**src/frtoc_pkg.sv**
```systemverilog
// Package for the free-running timer with two output compare channels.
// Assumes a 32-bit APB slave with one byte register per aligned word.
package frtoc_pkg;
  // Printed register indices; byte address is four times the index
  localparam logic [7:0] FRTOC_IDX_CMP1_HI   = 8'h12;
  localparam logic [7:0] FRTOC_IDX_CMP1_LO   = 8'h13;
  localparam logic [7:0] FRTOC_IDX_CMP2_HI   = 8'h16;
  localparam logic [7:0] FRTOC_IDX_CMP2_LO   = 8'h17;
  localparam logic [7:0] FRTOC_IDX_CNT_HI    = 8'h18;
  localparam logic [7:0] FRTOC_IDX_CNT_LO    = 8'h19;
  localparam logic [7:0] FRTOC_IDX_ALT_HI    = 8'h1a;
  localparam logic [7:0] FRTOC_IDX_ALT_LO    = 8'h1b;
  localparam logic [7:0] FRTOC_IDX_CTRL1     = 8'h1c;
  localparam logic [7:0] FRTOC_IDX_CTRL2     = 8'h1d;
  localparam logic [7:0] FRTOC_IDX_STATUS    = 8'h1e;
  // Control register one fields
  localparam int FRTOC_CTRL1_IE1_BIT = 5;
  localparam int FRTOC_CTRL1_IE2_BIT = 3;
  localparam logic [7:0] FRTOC_CTRL1_RESET = 8'h00;
  // Control register two fields
  localparam int FRTOC_CTRL2_LVL1_BIT = 0;
  localparam int FRTOC_CTRL2_LVL2_BIT = 1;
  localparam int FRTOC_CTRL2_LINK_BIT = 2;
  localparam logic [7:0] FRTOC_CTRL2_RESET = 8'h00;
  // Status register fields
  localparam int FRTOC_STAT_MF1_BIT = 5;
  localparam int FRTOC_STAT_MF2_BIT = 3;
  localparam int FRTOC_STAT_OVF_BIT = 7;
  // Prescaler, counter limits and channel count
  localparam int FRTOC_PRESCALE = 4;
  localparam logic [1:0] FRTOC_PRE_LAST = 2'h3;
  localparam logic [15:0] FRTOC_CNT_RESET = 16'h0000;
  localparam logic [15:0] FRTOC_CNT_MAX   = 16'hffff;
  localparam int FRTOC_NCH = 2;
endpackage

```
**src/frtoc_top.sv**
```systemverilog
// Free-running 16-bit timer, coherent counter read, two output compares.
// Assumes an APB master on pclk; byte registers sit in the low data bits.
// How it works
// - Counter advances once per four bus clocks via fixed prescaler.
// - Counter steps on its own schedule; reads never alter it.
// - Counter readable at primary and alternate register pairs.
// - Low-byte read without prior high read returns live low byte.
// - High read latches low byte; repeats keep buffer until low read.
// - Low read after a high read returns the buffered low byte.
// - Primary high read can help clear overflow; alternate never does.
// - Compare bytes freely read and written; hardware never alters them.
// - Channel one compare: high byte at lower, low at next address.
// - Channel two compare: high byte at lower, low at next address.
// - On tick equality set match flag and drive level to pin.
// - High compare byte write suspends compares until low write.
// - Low-only compare write leaves compares running.
// - Writing one compare byte leaves the other byte unchanged.
// - Level bit goes to pin latch whether flag set or clear.
// - Match with interrupt enable set raises interrupt request.
// - Match flags and compare bytes untouched by reset.
// - Both channels may drive one pin for short pulses.
// - Compare irq enables live in control one, reset to zero.
//
// Implementation choice: the APB interface to the registers.
`timescale 1ns/10ps
`default_nettype none
module frtoc_top
  import frtoc_pkg::*;
(
  input  wire logic        pclk,
  input  wire logic        presetn,
  input  wire logic        psel,
  input  wire logic        penable,
  input  wire logic        pwrite,
  input  wire logic [11:0] paddr,
  input  wire logic [31:0] pwdata,
  input  wire logic [3:0]  pstrb,
  output logic      [31:0] prdata,
  output logic             pready,
  output logic             pslverr,
  output logic             compare_pin_one,
  output logic             compare_pin_two,
  output logic             timer_irq
);
  logic [1:0]  pre_reg;
  logic        tick;
  logic [15:0] count_reg;
  logic [7:0]  rd_buf_reg;
  logic        buf_hold_reg;
  logic [7:0]  cmp_hi_reg [FRTOC_NCH];
  logic [7:0]  cmp_lo_reg [FRTOC_NCH];
  logic [FRTOC_NCH-1:0] inhibit_reg;
  logic [FRTOC_NCH-1:0] match_flag_reg;
  logic [FRTOC_NCH-1:0] flag_armed_reg;
  logic [FRTOC_NCH-1:0] hit;
  logic        overflow_flag_reg;
  logic        ovf_armed_reg;
  logic [7:0]  ctrl1_reg;
  logic [7:0]  ctrl2_reg;
  logic        access;
  logic        wr;
  logic        rd;
  logic        addr_ok;
  logic [7:0]  idx;
  logic        setup_rd;
  logic        setup_rd_hi;
  logic        rd_cnt_hi;
  logic        rd_cnt_lo;
  logic        rd_status;
  logic        wr_lo_byte;
  logic [7:0]  rdata_next;
  logic [FRTOC_NCH-1:0] pin_level;
  logic [FRTOC_NCH-1:0] irq_en;
  logic        link;
  logic        pin_one_next;
  logic        pin_two_next;

  // APB decode: zero-wait slave, answers in the access cycle
  assign access = psel & penable;
  assign wr     = access & pwrite & addr_ok;
  assign rd     = access & ~pwrite & addr_ok;
  assign idx    = paddr[9:2];
  assign addr_ok = (paddr[1:0] == 2'h0) & (paddr[11:10] == 2'h0) &
                   (idx == FRTOC_IDX_CMP1_HI || idx == FRTOC_IDX_CMP1_LO ||
                    idx == FRTOC_IDX_CMP2_HI || idx == FRTOC_IDX_CMP2_LO ||
                    (idx >= FRTOC_IDX_CNT_HI && idx <= FRTOC_IDX_STATUS));
  assign wr_lo_byte = wr & pstrb[0];
  // Read data is sampled in the setup cycle, so the buffer latches there too
  assign setup_rd    = psel & ~penable & ~pwrite & addr_ok;
  assign setup_rd_hi = setup_rd &
                       (idx == FRTOC_IDX_CNT_HI || idx == FRTOC_IDX_ALT_HI);
  assign rd_cnt_hi = rd & (idx == FRTOC_IDX_CNT_HI || idx == FRTOC_IDX_ALT_HI);
  assign rd_cnt_lo = rd & (idx == FRTOC_IDX_CNT_LO || idx == FRTOC_IDX_ALT_LO);
  assign rd_status = rd & (idx == FRTOC_IDX_STATUS);

  assign irq_en[0]    = ctrl1_reg[FRTOC_CTRL1_IE1_BIT];
  assign irq_en[1]    = ctrl1_reg[FRTOC_CTRL1_IE2_BIT];
  assign pin_level[0] = ctrl2_reg[FRTOC_CTRL2_LVL1_BIT];
  assign pin_level[1] = ctrl2_reg[FRTOC_CTRL2_LVL2_BIT];
  assign link         = ctrl2_reg[FRTOC_CTRL2_LINK_BIT];

  // Prescaler: the tick is one bus cycle in four
  always_ff @(posedge pclk or negedge presetn) begin
    if (!presetn) begin
      pre_reg <= 2'h0;
    end else begin
      pre_reg <= pre_reg + 2'h1;
    end
  end
  assign tick = (pre_reg == FRTOC_PRE_LAST);

  // Counter ignores bus traffic entirely
  always_ff @(posedge pclk or negedge presetn) begin
    if (!presetn) begin
      count_reg <= FRTOC_CNT_RESET;
    end else if (tick) begin
      count_reg <= count_reg + 16'h0001;
    end
  end

  // Coherent read buffer for the low byte
  always_ff @(posedge pclk or negedge presetn) begin
    if (!presetn) begin
      rd_buf_reg   <= 8'h00;
      buf_hold_reg <= 1'b0;
    end else if (setup_rd_hi && !buf_hold_reg) begin
      rd_buf_reg   <= count_reg[7:0];
      buf_hold_reg <= 1'b1;
    end else if (addr_ok && rd_cnt_lo) begin
      buf_hold_reg <= 1'b0;
    end
  end

  // Overflow flag: set on wrap, cleared by status read then primary high
  always_ff @(posedge pclk or negedge presetn) begin
    if (!presetn) begin
      overflow_flag_reg <= 1'b0;
      ovf_armed_reg     <= 1'b0;
    end else begin
      if (tick && count_reg == FRTOC_CNT_MAX) begin
        overflow_flag_reg <= 1'b1;
        ovf_armed_reg     <= 1'b0;
      end else if (rd && idx == FRTOC_IDX_CNT_HI && ovf_armed_reg) begin
        overflow_flag_reg <= 1'b0;
        ovf_armed_reg     <= 1'b0;
      end else if (rd_status && overflow_flag_reg) begin
        ovf_armed_reg <= 1'b1;
      end
    end
  end

  // Control registers (reset to zero)
  always_ff @(posedge pclk or negedge presetn) begin
    if (!presetn) begin
      ctrl1_reg <= FRTOC_CTRL1_RESET;
      ctrl2_reg <= FRTOC_CTRL2_RESET;
    end else if (wr_lo_byte && idx == FRTOC_IDX_CTRL1) begin
      ctrl1_reg <= pwdata[7:0];
    end else if (wr_lo_byte && idx == FRTOC_IDX_CTRL2) begin
      ctrl2_reg <= pwdata[7:0];
    end
  end

  // Compare channels; storage and flags deliberately not reset
  genvar ch;
  generate
    for (ch = 0; ch < FRTOC_NCH; ch++) begin : g_ch
      localparam logic [7:0] HI_IDX =
        (ch == 0) ? FRTOC_IDX_CMP1_HI : FRTOC_IDX_CMP2_HI;
      localparam logic [7:0] LO_IDX =
        (ch == 0) ? FRTOC_IDX_CMP1_LO : FRTOC_IDX_CMP2_LO;
      always_ff @(posedge pclk) begin
        if (wr_lo_byte && idx == HI_IDX) begin
          cmp_hi_reg[ch] <= pwdata[7:0];
        end
        if (wr_lo_byte && idx == LO_IDX) begin
          cmp_lo_reg[ch] <= pwdata[7:0];
        end
      end

      always_ff @(posedge pclk or negedge presetn) begin
        if (!presetn) begin
          inhibit_reg[ch] <= 1'b0;
        end else if (wr_lo_byte && idx == HI_IDX) begin
          inhibit_reg[ch] <= 1'b1;
        end else if (wr_lo_byte && idx == LO_IDX) begin
          inhibit_reg[ch] <= 1'b0;
        end
      end

      assign hit[ch] = tick & ~inhibit_reg[ch] &
                       ({cmp_hi_reg[ch], cmp_lo_reg[ch]} == count_reg);

      // Flag clears by status read then low compare write; a hit wins
      always_ff @(posedge pclk) begin
        if (hit[ch]) begin
          match_flag_reg[ch] <= 1'b1;
          flag_armed_reg[ch] <= 1'b0;
        end else if (wr_lo_byte && idx == LO_IDX && flag_armed_reg[ch]) begin
          match_flag_reg[ch] <= 1'b0;
          flag_armed_reg[ch] <= 1'b0;
        end else if (rd_status && match_flag_reg[ch]) begin
          flag_armed_reg[ch] <= 1'b1;
        end
      end

      AST_HIT_SETS_FLAG: assert property (@(posedge pclk)
        disable iff (!presetn)
        hit[ch] |=> match_flag_reg[ch])
        else $error("match did not set its flag");
      AST_INHIBIT_BLOCKS: assert property (@(posedge pclk)
        disable iff (!presetn)
        inhibit_reg[ch] |-> !hit[ch])
        else $error("compare ran while inhibited");
      // Per-channel write effects on storage, on the inhibit and on the match flag
      AST_HI_WRITE_INHIBITS: assert property (@(posedge pclk)
        disable iff (!presetn)
        (wr_lo_byte && idx == HI_IDX) |=> inhibit_reg[ch])
        else $error("high compare write did not suspend compares");
      AST_LO_WRITE_RUNS: assert property (@(posedge pclk)
        disable iff (!presetn)
        (wr_lo_byte && idx == LO_IDX) |=> !inhibit_reg[ch])
        else $error("low compare write left compares suspended");
      AST_HI_WRITE_LANDS: assert property (@(posedge pclk)
        disable iff (!presetn)
        (wr_lo_byte && idx == HI_IDX) |=>
        cmp_hi_reg[ch] == $past(pwdata[7:0]))
        else $error("high compare byte not written");
      AST_LO_WRITE_LANDS: assert property (@(posedge pclk)
        disable iff (!presetn)
        (wr_lo_byte && idx == LO_IDX) |=>
        cmp_lo_reg[ch] == $past(pwdata[7:0]))
        else $error("low compare byte not written");
      AST_ARMED_CLEAR: assert property (@(posedge pclk)
        disable iff (!presetn)
        (wr_lo_byte && idx == LO_IDX && flag_armed_reg[ch] && !hit[ch]) |=>
        !match_flag_reg[ch])
        else $error("armed flag not cleared by low compare write");
    end
  endgenerate

  // With link set, channel two also clocks its level onto pin one
  always_comb begin
    pin_one_next = compare_pin_one;
    pin_two_next = compare_pin_two;
    if (hit[0]) begin
      pin_one_next = pin_level[0];
    end
    if (hit[1]) begin
      pin_two_next = pin_level[1];
      if (link) begin
        pin_one_next = pin_level[1];
      end
    end
  end

  always_ff @(posedge pclk or negedge presetn) begin
    if (!presetn) begin
      compare_pin_one <= 1'b0;
      compare_pin_two <= 1'b0;
    end else begin
      compare_pin_one <= pin_one_next;
      compare_pin_two <= pin_two_next;
    end
  end

  always_ff @(posedge pclk or negedge presetn) begin
    if (!presetn) begin
      timer_irq <= 1'b0;
    end else begin
      timer_irq <= |(match_flag_reg & irq_en);
    end
  end

  // Read mux
  always_comb begin
    rdata_next = 8'h00;
    case (idx)
      FRTOC_IDX_CMP1_HI: rdata_next = cmp_hi_reg[0];
      FRTOC_IDX_CMP1_LO: rdata_next = cmp_lo_reg[0];
      FRTOC_IDX_CMP2_HI: rdata_next = cmp_hi_reg[1];
      FRTOC_IDX_CMP2_LO: rdata_next = cmp_lo_reg[1];
      FRTOC_IDX_CNT_HI,
      FRTOC_IDX_ALT_HI:  rdata_next = count_reg[15:8];
      FRTOC_IDX_CNT_LO,
      FRTOC_IDX_ALT_LO:  rdata_next = buf_hold_reg ? rd_buf_reg
                                      : count_reg[7:0];
      FRTOC_IDX_CTRL1:   rdata_next = ctrl1_reg;
      FRTOC_IDX_CTRL2:   rdata_next = ctrl2_reg;
      FRTOC_IDX_STATUS: begin
        rdata_next[FRTOC_STAT_MF1_BIT] = match_flag_reg[0];
        rdata_next[FRTOC_STAT_MF2_BIT] = match_flag_reg[1];
        rdata_next[FRTOC_STAT_OVF_BIT] = overflow_flag_reg;
      end
      default:           rdata_next = 8'h00;
    endcase
  end

  // Data is registered in the setup cycle, so it is valid in the access one
  always_ff @(posedge pclk or negedge presetn) begin
    if (!presetn) begin
      prdata  <= 32'h0000_0000;
      pready  <= 1'b0;
      pslverr <= 1'b0;
    end else begin
      prdata  <= {24'h00_0000, addr_ok ? rdata_next : 8'h00};
      pready  <= psel & ~penable;
      pslverr <= psel & ~penable & ~addr_ok;
    end
  end

  AST_LOW_READ_RELEASES: assert property (@(posedge pclk)
    disable iff (!presetn)
    (addr_ok && rd_cnt_lo && !rd_cnt_hi) |=> !buf_hold_reg)
    else $error("buffer not released after low read");
  AST_BUF_FROZEN: assert property (@(posedge pclk)
    disable iff (!presetn)
    buf_hold_reg && !rd_cnt_lo |=> $stable(rd_buf_reg))
    else $error("held buffer changed");
  AST_COUNT_STEP: assert property (@(posedge pclk)
    disable iff (!presetn)
    !tick |=> $stable(count_reg))
    else $error("counter moved off the tick");
  AST_TICK_SPACING: assert property (@(posedge pclk)
    disable iff (!presetn)
    tick |=> !tick ##1 !tick ##1 !tick ##1 tick)
    else $error("tick not every four cycles");
  AST_ALT_NO_OVF: assert property (@(posedge pclk)
    disable iff (!presetn)
    (rd && idx == FRTOC_IDX_ALT_HI && overflow_flag_reg) |=>
    overflow_flag_reg)
    else $error("alternate read cleared overflow");
  AST_CTRL_RESET: assert property (@(posedge pclk)
    $rose(presetn) |-> ctrl1_reg == FRTOC_CTRL1_RESET)
    else $error("control one not zero after reset");
  AST_TICK_ADVANCES: assert property (@(posedge pclk)
    disable iff (!presetn)
    tick |=> count_reg == $past(count_reg) + 16'h0001)
    else $error("counter did not step on the tick");

  // Coherent read path: high byte, latch, live and held low byte
  AST_HIGH_READ_LATCHES: assert property (@(posedge pclk)
    disable iff (!presetn)
    (setup_rd_hi && !buf_hold_reg) |=>
    buf_hold_reg && rd_buf_reg == $past(count_reg[7:0]))
    else $error("high read did not latch the low byte");
  AST_HIGH_READ_VALUE: assert property (@(posedge pclk)
    disable iff (!presetn)
    setup_rd_hi |=> prdata[7:0] == $past(count_reg[15:8]))
    else $error("high counter byte read wrong");
  AST_LIVE_LOW: assert property (@(posedge pclk)
    disable iff (!presetn)
    (setup_rd && !buf_hold_reg &&
     (idx == FRTOC_IDX_CNT_LO || idx == FRTOC_IDX_ALT_LO)) |=>
    prdata[7:0] == $past(count_reg[7:0]))
    else $error("lone low read not live");
  AST_HELD_LOW: assert property (@(posedge pclk)
    disable iff (!presetn)
    (setup_rd && buf_hold_reg &&
     (idx == FRTOC_IDX_CNT_LO || idx == FRTOC_IDX_ALT_LO)) |=>
    prdata[7:0] == $past(rd_buf_reg))
    else $error("low read after high read not buffered");

  // Compare pins follow the level bits only on a match; the request follows the enabled match flags
  AST_PIN_ONE_LEVEL: assert property (@(posedge pclk)
    disable iff (!presetn)
    (hit[0] && !(hit[1] && link)) |=>
    compare_pin_one == $past(pin_level[0]))
    else $error("pin one did not take its level");
  AST_PIN_TWO_LEVEL: assert property (@(posedge pclk)
    disable iff (!presetn)
    hit[1] |=> compare_pin_two == $past(pin_level[1]))
    else $error("pin two did not take its level");
  AST_LINK_PIN: assert property (@(posedge pclk)
    disable iff (!presetn)
    (hit[1] && link) |=> compare_pin_one == $past(pin_level[1]))
    else $error("linked match did not drive pin one");
  AST_PINS_HOLD: assert property (@(posedge pclk)
    disable iff (!presetn)
    (!hit[0] && !hit[1]) |=>
    $stable(compare_pin_one) && $stable(compare_pin_two))
    else $error("compare pin moved without a match");
  AST_IRQ_RAISED: assert property (@(posedge pclk)
    disable iff (!presetn)
    (|(match_flag_reg & irq_en)) |=> timer_irq)
    else $error("enabled match flag raised no request");
  AST_IRQ_MASKED: assert property (@(posedge pclk)
    disable iff (!presetn)
    (irq_en == 2'h0) |=> !timer_irq)
    else $error("request raised with enables clear");
endmodule
`default_nettype wire

```
**config.mk**
```make
export PLATFORM = sky130hd
export DESIGN_NAME = frtoc_top
export DESIGN_NICKNAME = d
export VERILOG_FILES = /design/src/frtoc_pkg.sv /design/src/frtoc_top.sv
export SDC_FILE = /design/constraint.sdc
export NUM_CORES = 1
export LEC_CHECK = 0
export ABC_AREA = 0
export BUFFER_PORTS_ARGS = -buffer_cell sky130_fd_sc_hd__buf_2
export CAP_MARGIN = 15
export CORE_ASPECT_RATIO = 0.9
export CORE_UTILIZATION = 35
export CTS_CLUSTER_DIAMETER = 40
export DETAILED_ROUTE_END_ITERATION = 10
export PLACE_DENSITY = 0.66
export SYNTH_ARGS = -nofsm -noshare
export SYNTH_HDL_FRONTEND = slang
export SYNTH_SLANG_ARGS = --single-unit
```
**constraint.sdc**
```tcl
create_clock -name pclk -period 5.2 [get_ports pclk]
set_input_delay 1.04 -clock pclk [delete_from_list [all_inputs] [get_ports pclk]]
set_output_delay 1.04 -clock pclk [all_outputs]
set_load 0.03 [all_outputs]
```
# --- Yosys cells after proc, flatten, opt, wreduce, memory -nomap -nowiden ---
# Memories as Yosys holds them, arrays and structs flattened.
# Index checks and enable logic that the tools add are counted.
word_totals:
  n_memories: 2
  register_bits: 64
  mem_bits_rw: 32
op_classes:
  mux: 36
  reduce_logical: 39
  addsub: 2
  bitwise: 26
  eq_ne: 15
  n_lt_le_gt_ge: 2
mem_list:
  columns: ["memory", "depth", "word_bits", "rd", "rd_ports_with_merged_regs", "wr", "line_no", "rtl"]
  rows:
  - ["cmp_hi_reg", 2, 8, 2, 0, 1, "frtoc_top.sv:50", "logic [7:0] cmp_hi_reg [FRTOC_NCH];"]
  - ["cmp_lo_reg", 2, 8, 2, 0, 1, "frtoc_top.sv:51", "logic [7:0] cmp_lo_reg [FRTOC_NCH];"]
op_table:
  columns: ["cell", "n"]
  rows:
  - ["$eq A8 B5 Y1 const B", 11]
  - ["$eq A16 B16 Y1", 2]
  - ["$mux W8", 4]
  - ["$pmux W1 S9", 3]
  - ["$mux W1", 26]
  - ["$pmux W3 S8", 1]
  - ["$and A1 B1 Y1", 19]
  - ["$logic_and A1 B1 Y1", 17]
  - ["$add A16 B1 Y16 const B", 1]
  - ["$eq A16 B16 Y1 const B", 1]
  - ["$pmux W1 S8", 2]
  - ["$reduce_or A8 Y1", 2]
  - ["$reduce_or A2 Y1", 5]
  - ["$ge A8 B5 Y1 const B", 1]
  - ["$le A8 B5 Y1 const B", 1]
  - ["$reduce_bool A2 Y1", 4]
  - ["$logic_or A1 B1 Y1", 6]
  - ["$not A1 Y1", 6]
  - ["$logic_not A2 Y1", 2]
  - ["$reduce_bool A3 Y1", 1]
  - ["$add A2 B1 Y2 const B", 1]
  - ["$and A2 B2 Y2", 1]
  - ["$eq A2 B2 Y1 const B", 1]
  - ["$reduce_and A2 Y1", 1]
  - ["$logic_not A1 Y1", 1]

# --- Depth between registers and ports, before layout ---
# Gate-level depths: netlist (run 1).
logic_depth:
  depth_word: 13
  mapped_depth: 8
  ltp_nobuf: 6

# --- Worst setup path after synthesis (run 1) ---
# No wires, ideal clock.
synth_path:
  path_kind: "input to register"
  start: "input port paddr[7]"
  end: "memory cmp_hi_reg[0][0] (enable)"
  slack_ns: 2.101
  stages: 4
  t_arrival_ns: 2.713
  cell_sequence: "or4b_4 -> nor4b_4 -> nand2b_1 -> nor3_1"
synth_via:
  elab_chain_len: 13
synth_rtl:
  columns: ["element", "line_no", "rtl"]
  rows:
  - ["start, declared", "frtoc_top.sv:35", "input wire logic [11:0] paddr,"]
  - ["parallel branches: the longest is 13 deep, another holds $ge A8 B5 Y1", null, null]
  - ["end, declared", "frtoc_top.sv:50", null]
# Several ways; the timed one is not identified.

# --- Worst setup path after layout (run 1) ---
layout_path:
  start: "input port paddr[7]"
  end: "register rd_buf_reg[1]"
layout_via:
  elab_chain_len: 9
layout_rtl:
  columns: ["element", "line_no", "rtl"]
  rows:
  - ["parallel branches: the longest is 7 deep, another holds $ge A8 B5 Y1", null, null]
  - ["$and A1 B1 Y1 *", "frtoc_top.sv:90", "assign setup_rd_hi = setup_rd &"]
  - ["$logic_and A1 B1 Y1 *", "frtoc_top.sv:126", "end else if (setup_rd_hi && !buf_hold_reg) begin"]
  - ["end signal, assigned", "frtoc_top.sv:127", "rd_buf_reg <= count_reg[7:0];"]
  - ["end, declared", "frtoc_top.sv:48", "logic [7:0] rd_buf_reg;"]
# Mark *: on every way between the ends.
# A chain may end at the register's enable or synchronous reset.

==> impl_metrics.toml, run 1 <==
[critical_path]
crit_fanout = 13
rr_worst_depth = 6
end_kind = "flop"
crit_type = "primary input to flop"
reg2reg_to = "ovf_armed_reg$_DFFE_PN0P_"
critPathLaunchType = "primary input"
cp_data_arrival_time_ps = 3440
crit_chain = "buf_2 -> or4b_4 -> nor3b_2 -> nand3_2 -> mux2_2"
slowest_delay_ps = 800
crit_required_ps = 5430
r2r_slack_ps = 3100
crit_path_start = "paddr[7]"
rr_startpoint = "count_reg[0]$_DFFE_PN0N_"
crit_slowest_cell = "nor3b_2"

[clocking]
clock_latency_ps = 350
cts_resized = 0
cts_made_buffers = 9
clock-sinks = 96
clk_path_buf_depth = 2
cts_tree = "yes"
post_cts_buffers = 0
root_buffer = "clkbuf_16"
cts_hold_buf = 0
clkTransAtPathRegs_ps = 70
h-tree-depth = 3

[synthesis]
synthTopCellsByArea = "dfrtp_1, edfxtp_1, mux2i_1"
syn-mean-instance-area_um2 = 11.5
yosysSeqAreaShare_pct = 52.3
ys_seq_elements = 96
yosysUniqueCellTypes = 52
post-synth-top-area-cell = "dfrtp_1"
netlist_area_um2 = 4860
ys_async_sr_fraction_pct = 62.5
netlist_instances = 422
post-synth-top-area-fraction_pct = 30.9
yosysWarnings = 0
synth_edf_count = 32
ys.flop_type = "dfrtp_1"

[finish]
layout_commonest_cell = "dfrtp_1"
nets = 500
final_cell_mix = "dfrtp_1, buf_2, edfxtp_1"
areaGrowthSynthToFinish_pct = 9.98
nFillCells = 1285
insertedDiodeCount = 0
layout-drive-gt1-share_pct = 19.8

[power_and_ir_drop]
ir_drop_mv = 0.232
power.leakage_nw = 2.39
cellPowerDensity_nw_per_um2 = 283
finalPower_w = 0.00151

[floorplanning]
die_x_um = 126
ios = 90
fp.dieH_um = 114
core.rowCount = 40
dieArea_um2 = 14400
initial_core_util_pct = 36.1
core_um2 = 13500

[drt]
post-route-drc-count = 0
top_layer_used = "met4"
wl_met2_mm = 5.03
dr.pass1.iters = 5
drt-total-wl_mm = 11.0
ant_nets = 0
drt-vias-per-instance = 5.28
drt-met1-wl_mm = 5.03
drt_iter0_markers = 256
route.vias.total = 3263
route.met3.wl_um = 816
wl_per_cell_um = 17.9

[sta]
hold_violations = 0
hold-worst-slack_ps = 433
post-route-period-util_pct = 61.8
slew_viol_final = 0
setup_tns_ps = 0
skew_ps = 10.2
max_freq_ghz = 0.311
rsz0062_at_grt = "no"
fin_crit_ps = 3220
tightest_slew_ps = 987
slew_headroom_pct = 33.9
setup_viol = 0

[global_route]
grt_pass1_vias = 3210
grt_max_degree = 61
grtUsageTotal_pct = 16.2
grt_overflow = 0
grt_pass1_wl_mm = 17.6
antenna_found_initial = 0

[placed_design]
place.gp.congestion = 0.910
numPortBuffers = 38
hpwl_mm = 8.23

[run]
drv_cap = 0

[worst_hold_path]
worstHoldEndpoint = "pre_reg[0]$_DFF_PN0_"
min_path_cells = 1
hold_start = "pre_reg[0]$_DFF_PN0_"
hp-class = "flop to flop"

[outcome]
run_status = "complete, no violations"
-- metrics by stage --
step,setup slack [ps],cells,cell area [um2],utilization [%]
floorplan,2100,445,4950,-
global placement,1770,602,5060,37.6
CTS,2040,618,5350,39.7
global route,1850,618,5350,39.7
detailed placement,1670,602,5060,37.6
finish,1990,618,5350,39.7
-- worst max-delay path: cells and delay by family --
kind	cells	cell delay, ps
multiplexers	1	410
buffers and inverters	1	110
AND/OR/NAND/NOR	3	1870
-- synthesized netlist by cell type, types with 10 or more instances --
cell       n
edfxtp_1  32
buf_4     26
xnor2_1   23
nor2_1    31
o21ai_0   10
a21oi_1   21
nand2_1   21
nand4_1   12
dfrtp_1   60
mux2_2    17
xor2_1    24
clkbuf_1  21
mux2i_1   26
-- power by group --
part	total [W]	switching, W	internal (W)	leakage [nW]
registers	0.000781	0.000000221	0.000781	1.14
logic	0.0000812	0.0000639	0.0000173	1.11
clock network	0.000651	0.000312	0.000339	0.142
-- worst max-delay path by stage --
stage / endpoint / slack (ps) / cells after the start
final: rd_buf_reg[1]$_DFFE_PN0P_ / 1990 / 5
after global routing: cmp_hi_reg[0][8]$_DFFE_PP_ / 1850 / 5
after CTS: rd_buf_reg[4]$_DFFE_PN0P_ / 2040 / 5
after detailed placement: rd_buf_reg[4]$_DFFE_PN0P_ / 1670 / 5
after global placement: rd_buf_reg[4]$_DFFE_PN0P_ / 1770 / 5
after floorplan: cmp_hi_reg[0][0]$_DFFE_PP_ / 2100 / 4
-- layout make-up --
class / instances / area [um2] / share of cell area, %
Sequential cell: 96 / 2540 / 47.5
Multi-Input combinational cell: 290 / 2070 / 38.7
Clock buffer: 9 / 225 / 4.21
Tap cell: 168 / 210 / 3.93
Timing Repair Buffer: 40 / 205 / 3.84
Clock inverter: 7 / 67.6 / 1.26
Inverter: 8 / 30.0 / 0.561
-- kinds of logic (layout without fill, tap and decap cells) --
logic type | Yosys count | after routing | share of synthesized area (%)
AND/OR/NAND/NOR | 115 | 115 | 13.6
flip-flops | 96 | 96 | 52.3
buffers and inverters | 59 | 64 | 6.97
AO/OA/AOI/OAI | 51 | 51 | 6.38
multiplexers | 51 | 51 | 11.8
XOR/XNOR | 47 | 47 | 8.46
adder cells (fa/ha/maj) | 2 | 2 | 0.514
other | 1 | 24 | 0.0771
-- per-layer routing --
layer  vias up  track usage, %
li1       1489               -
met1      1613            22.8
met5         -               0
met2       148            25.2
met3        13            3.56
met4         0            4.18
Note: power is estimated with default switching activity, not from simulation.
==> run 2, diff against run 1 <==
ABC_AREA = 1   (was 0)
PLACE_DENSITY = 0.68   (was 0.66)
clock period = 2.6 ns   (was 5.2 ns; I/O delays follow)
==> run 2 against run 1 <==
Clock power is 100% higher. Worst hold slack worse by 240 ps. Register-to-register slack lost 2700 ps. Via count grew 42%. Sequential share of layout area decreased by 6.3 points. First-iteration DRC count grew 93%. Clock-buffer cell count grew 2. Synthesized cell count grew 70%. Design area increased by 15%. Utilization is 1.6 points higher.
==> impl_metrics.toml, run 2 <==
[outcome]
run_status = "complete, no violations"

[sta]
rsz0062_at_grt = "no"
setup_viol = 0
tightest_slew_ps = 687
max_freq_ghz = 0.451
skew_ps = 7.91
slew_headroom_pct = 54.2
setup_tns_ps = 0
worst_slack_ps = 381
fin_crit_ps = 2220
slew_viol_final = 0
hold-worst-slack_ps = 196
post-route-period-util_pct = 85.4
hold_violations = 0

[drt]
drt-vias-per-instance = 4.76
route.vias.total = 4645
dr.pass1.iters = 5
post-route-drc-count = 0
drt-total-wl_mm = 14.9
wl_per_cell_um = 15.3
ant_nets = 0
drt_iter0_markers = 493

[critical_path]
critPathLaunchType = "flop"
slowest_delay_ps = 500
crit_slowest_cell = "dfrtp_1"
cp_data_arrival_time_ps = 2470
end_kind = "flop"
path_buf_inv = 1
crit_type = "flop to flop"
crit_top_cell = "nor2_1"
crit_fanout = 7
crit_chain = "ha_1 -> inv_1 -> nor2_1 -> nand3_1 -> nor2_1 -> nand4_1 -> nor2_1 -> o21bai_1 -> nor2_1"
crit_required_ps = 2850
crit_family = "simple AND/OR/NAND/NOR gates"

[synthesis]
synth_compound_area_share_pct = 8.96
yosysUniqueCellTypes = 33
ys.flop_type = "dfrtp_1"
netlist_instances = 718
ys_seq_elements = 96
ys_async_sr_fraction_pct = 62.5
synthSimpleGateAreaFrac_pct = 28.6
yosysMostFrequentCell = "nand2_1"
synth_xor_area_share_pct = 2.25
netlist_area_um2 = 5440
synth_edf_count = 32
syn-mean-instance-area_um2 = 7.58
yosys-top-cells-count = "nand2_1, inv_1, nor2_1"
yosysWarnings = 0
post-synth-top-area-cell = "dfrtp_1"
post-synth-top-area-fraction_pct = 27.6
synthAdderAreaFrac_pct = 0.460
synth_mux_area_share_pct = 0
synthTopCellsByArea = "dfrtp_1, edfxtp_1, nand2_1"
synth_top_family_by_area = "simple AND/OR/NAND/NOR gates"
yosysSeqAreaShare_pct = 46.7

[floorplanning]
core_um2 = 14900
die_x_um = 133
fp.dieH_um = 120
dieArea_um2 = 16100
initial_core_util_pct = 36.5
core.rowCount = 42
ios = 90

[global_route]
grtUsageTotal_pct = 20.1
grt_pass1_wl_mm = 23.8
grt_overflow = 0
grt_pass1_vias = 4418
antenna_found_initial = 0
grt_max_degree = 34

[finish]
final_cell_mix = "nand2_1, inv_1, nor2_1"
layout_commonest_cell = "nand2_1"
nFillCells = 1556
areaGrowthSynthToFinish_pct = 13.3
insertedDiodeCount = 0
fin_util_pct = 41.3
stdcell_area_um2 = 6170
layout-drive-gt1-share_pct = 12.3
nets = 828

[placed_design]
dp_slack_ps = 316
placed_area_um2 = 5880
numPortBuffers = 38
place.gp.congestion = 0.953
hpwl_mm = 11.8

[clocking]
clock-sinks = 96
clock_latency_ps = 360
post_cts_buffers = 0
cts_tree = "yes"
h-tree-depth = 3
clkTransAtPathRegs_ps = 60
clk_path_buf_depth = 2
cts_made_buffers = 9
cts_resized = 0
root_buffer = "clkbuf_16"
cts_hold_buf = 0

[worst_hold_path]
hp-class = "primary input to asynchronous set/reset pin"

[power_and_ir_drop]
cellPowerDensity_nw_per_um2 = 491
ir_drop_mv = 0.369
power.leakage_nw = 3.13

[run]
drv_cap = 0
run 2: worst register-to-register path: cells and delay by family, from the launching register on:
| family | cells | cell delay [ps] |
|---|---|---|
| DFF | 1 | 500 |
| adders and majority gates | 1 | 230 |
| AOI/OAI and AO/OA | 1 | 170 |
| and+or+nand+nor | 6 | 1180 |
| buffers and inverters | 1 | 50 |
run 2: cell type report:
| type | count | area, um2 | share of cell area (%) |
|---|---|---|---|
| Sequential cell | 96 | 2540 | 41.2 |
| Clock buffer | 11 | 254 | 4.12 |
| Inverter | 123 | 463 | 7.51 |
| Clock inverter | 5 | 37.5 | 0.609 |
| Multi-Input combinational cell | 488 | 2280 | 37.0 |
| Timing Repair Buffer | 55 | 343 | 5.56 |
| Tap cell | 198 | 248 | 4.02 |
run 2: metal layers:
layer | wire length [um] | global-route usage, % | vias to the layer above
li1 | - | - | 2302
met1 | 7120 | 29.6 | 2134
met2 | 6060 | 28.7 | 191
met3 | 1470 | 4.70 | 18
met4 | 264 | 6.68 | 0
met5 | 0 | 0 | -
run 2: per-stage QoR:
step,power [W],std cells
global placement,0.00174,960
finish,0.00303,976
CTS,0.00307,976
global route,0.00313,976
floorplan,0.00171,741
detailed placement,0.00175,960
run 2: where the power goes:
| part | internal [W] | total, W | switching, W |
|---|---|---|---|
| clock network | 0.000714 | 0.00132 | 0.000603 |
| registers | 0.00156 | 0.00156 | 0.000000378 |
| logic | 0.0000296 | 0.000151 | 0.000121 |
| total | 0.00231 | 0.00303 | 0.000725 |
run 2: logic make-up (layout without fill, tap and decap cells):
kind of cell	count (synthesis)	after routing
other	1	24
xor gates and xnor gates	14	14
AOI/OAI and AO/OA	76	76
and+or+nand+nor	372	372
adders and majority gates	2	2
DFF	96	96
buffers and inverters	157	194
run 2: final timing paths:
kind / slack, ps / depth (start not counted) / from / endpoint
worst min-delay path: 200 / 1 / presetn / ctrl2_reg[5]$_DFFE_PN0P_
worst min register to register: 440 / 1 / pre_reg[0]$_DFF_PN0_ / pre_reg[0]$_DFF_PN0_
max in group asynchronous: 1780 / 2 / presetn / rd_buf_reg[1]$_DFFE_PN0P_
min in group pclk: 350 / 2 / penable / pslverr$_DFF_PN0_
worst max register to register: 380 / 9 / count_reg[0]$_DFFE_PN0N_ / ovf_armed_reg$_DFFE_PN0P_
worst max-delay path: 380 / 9 / count_reg[0]$_DFFE_PN0N_ / ovf_armed_reg$_DFFE_PN0P_
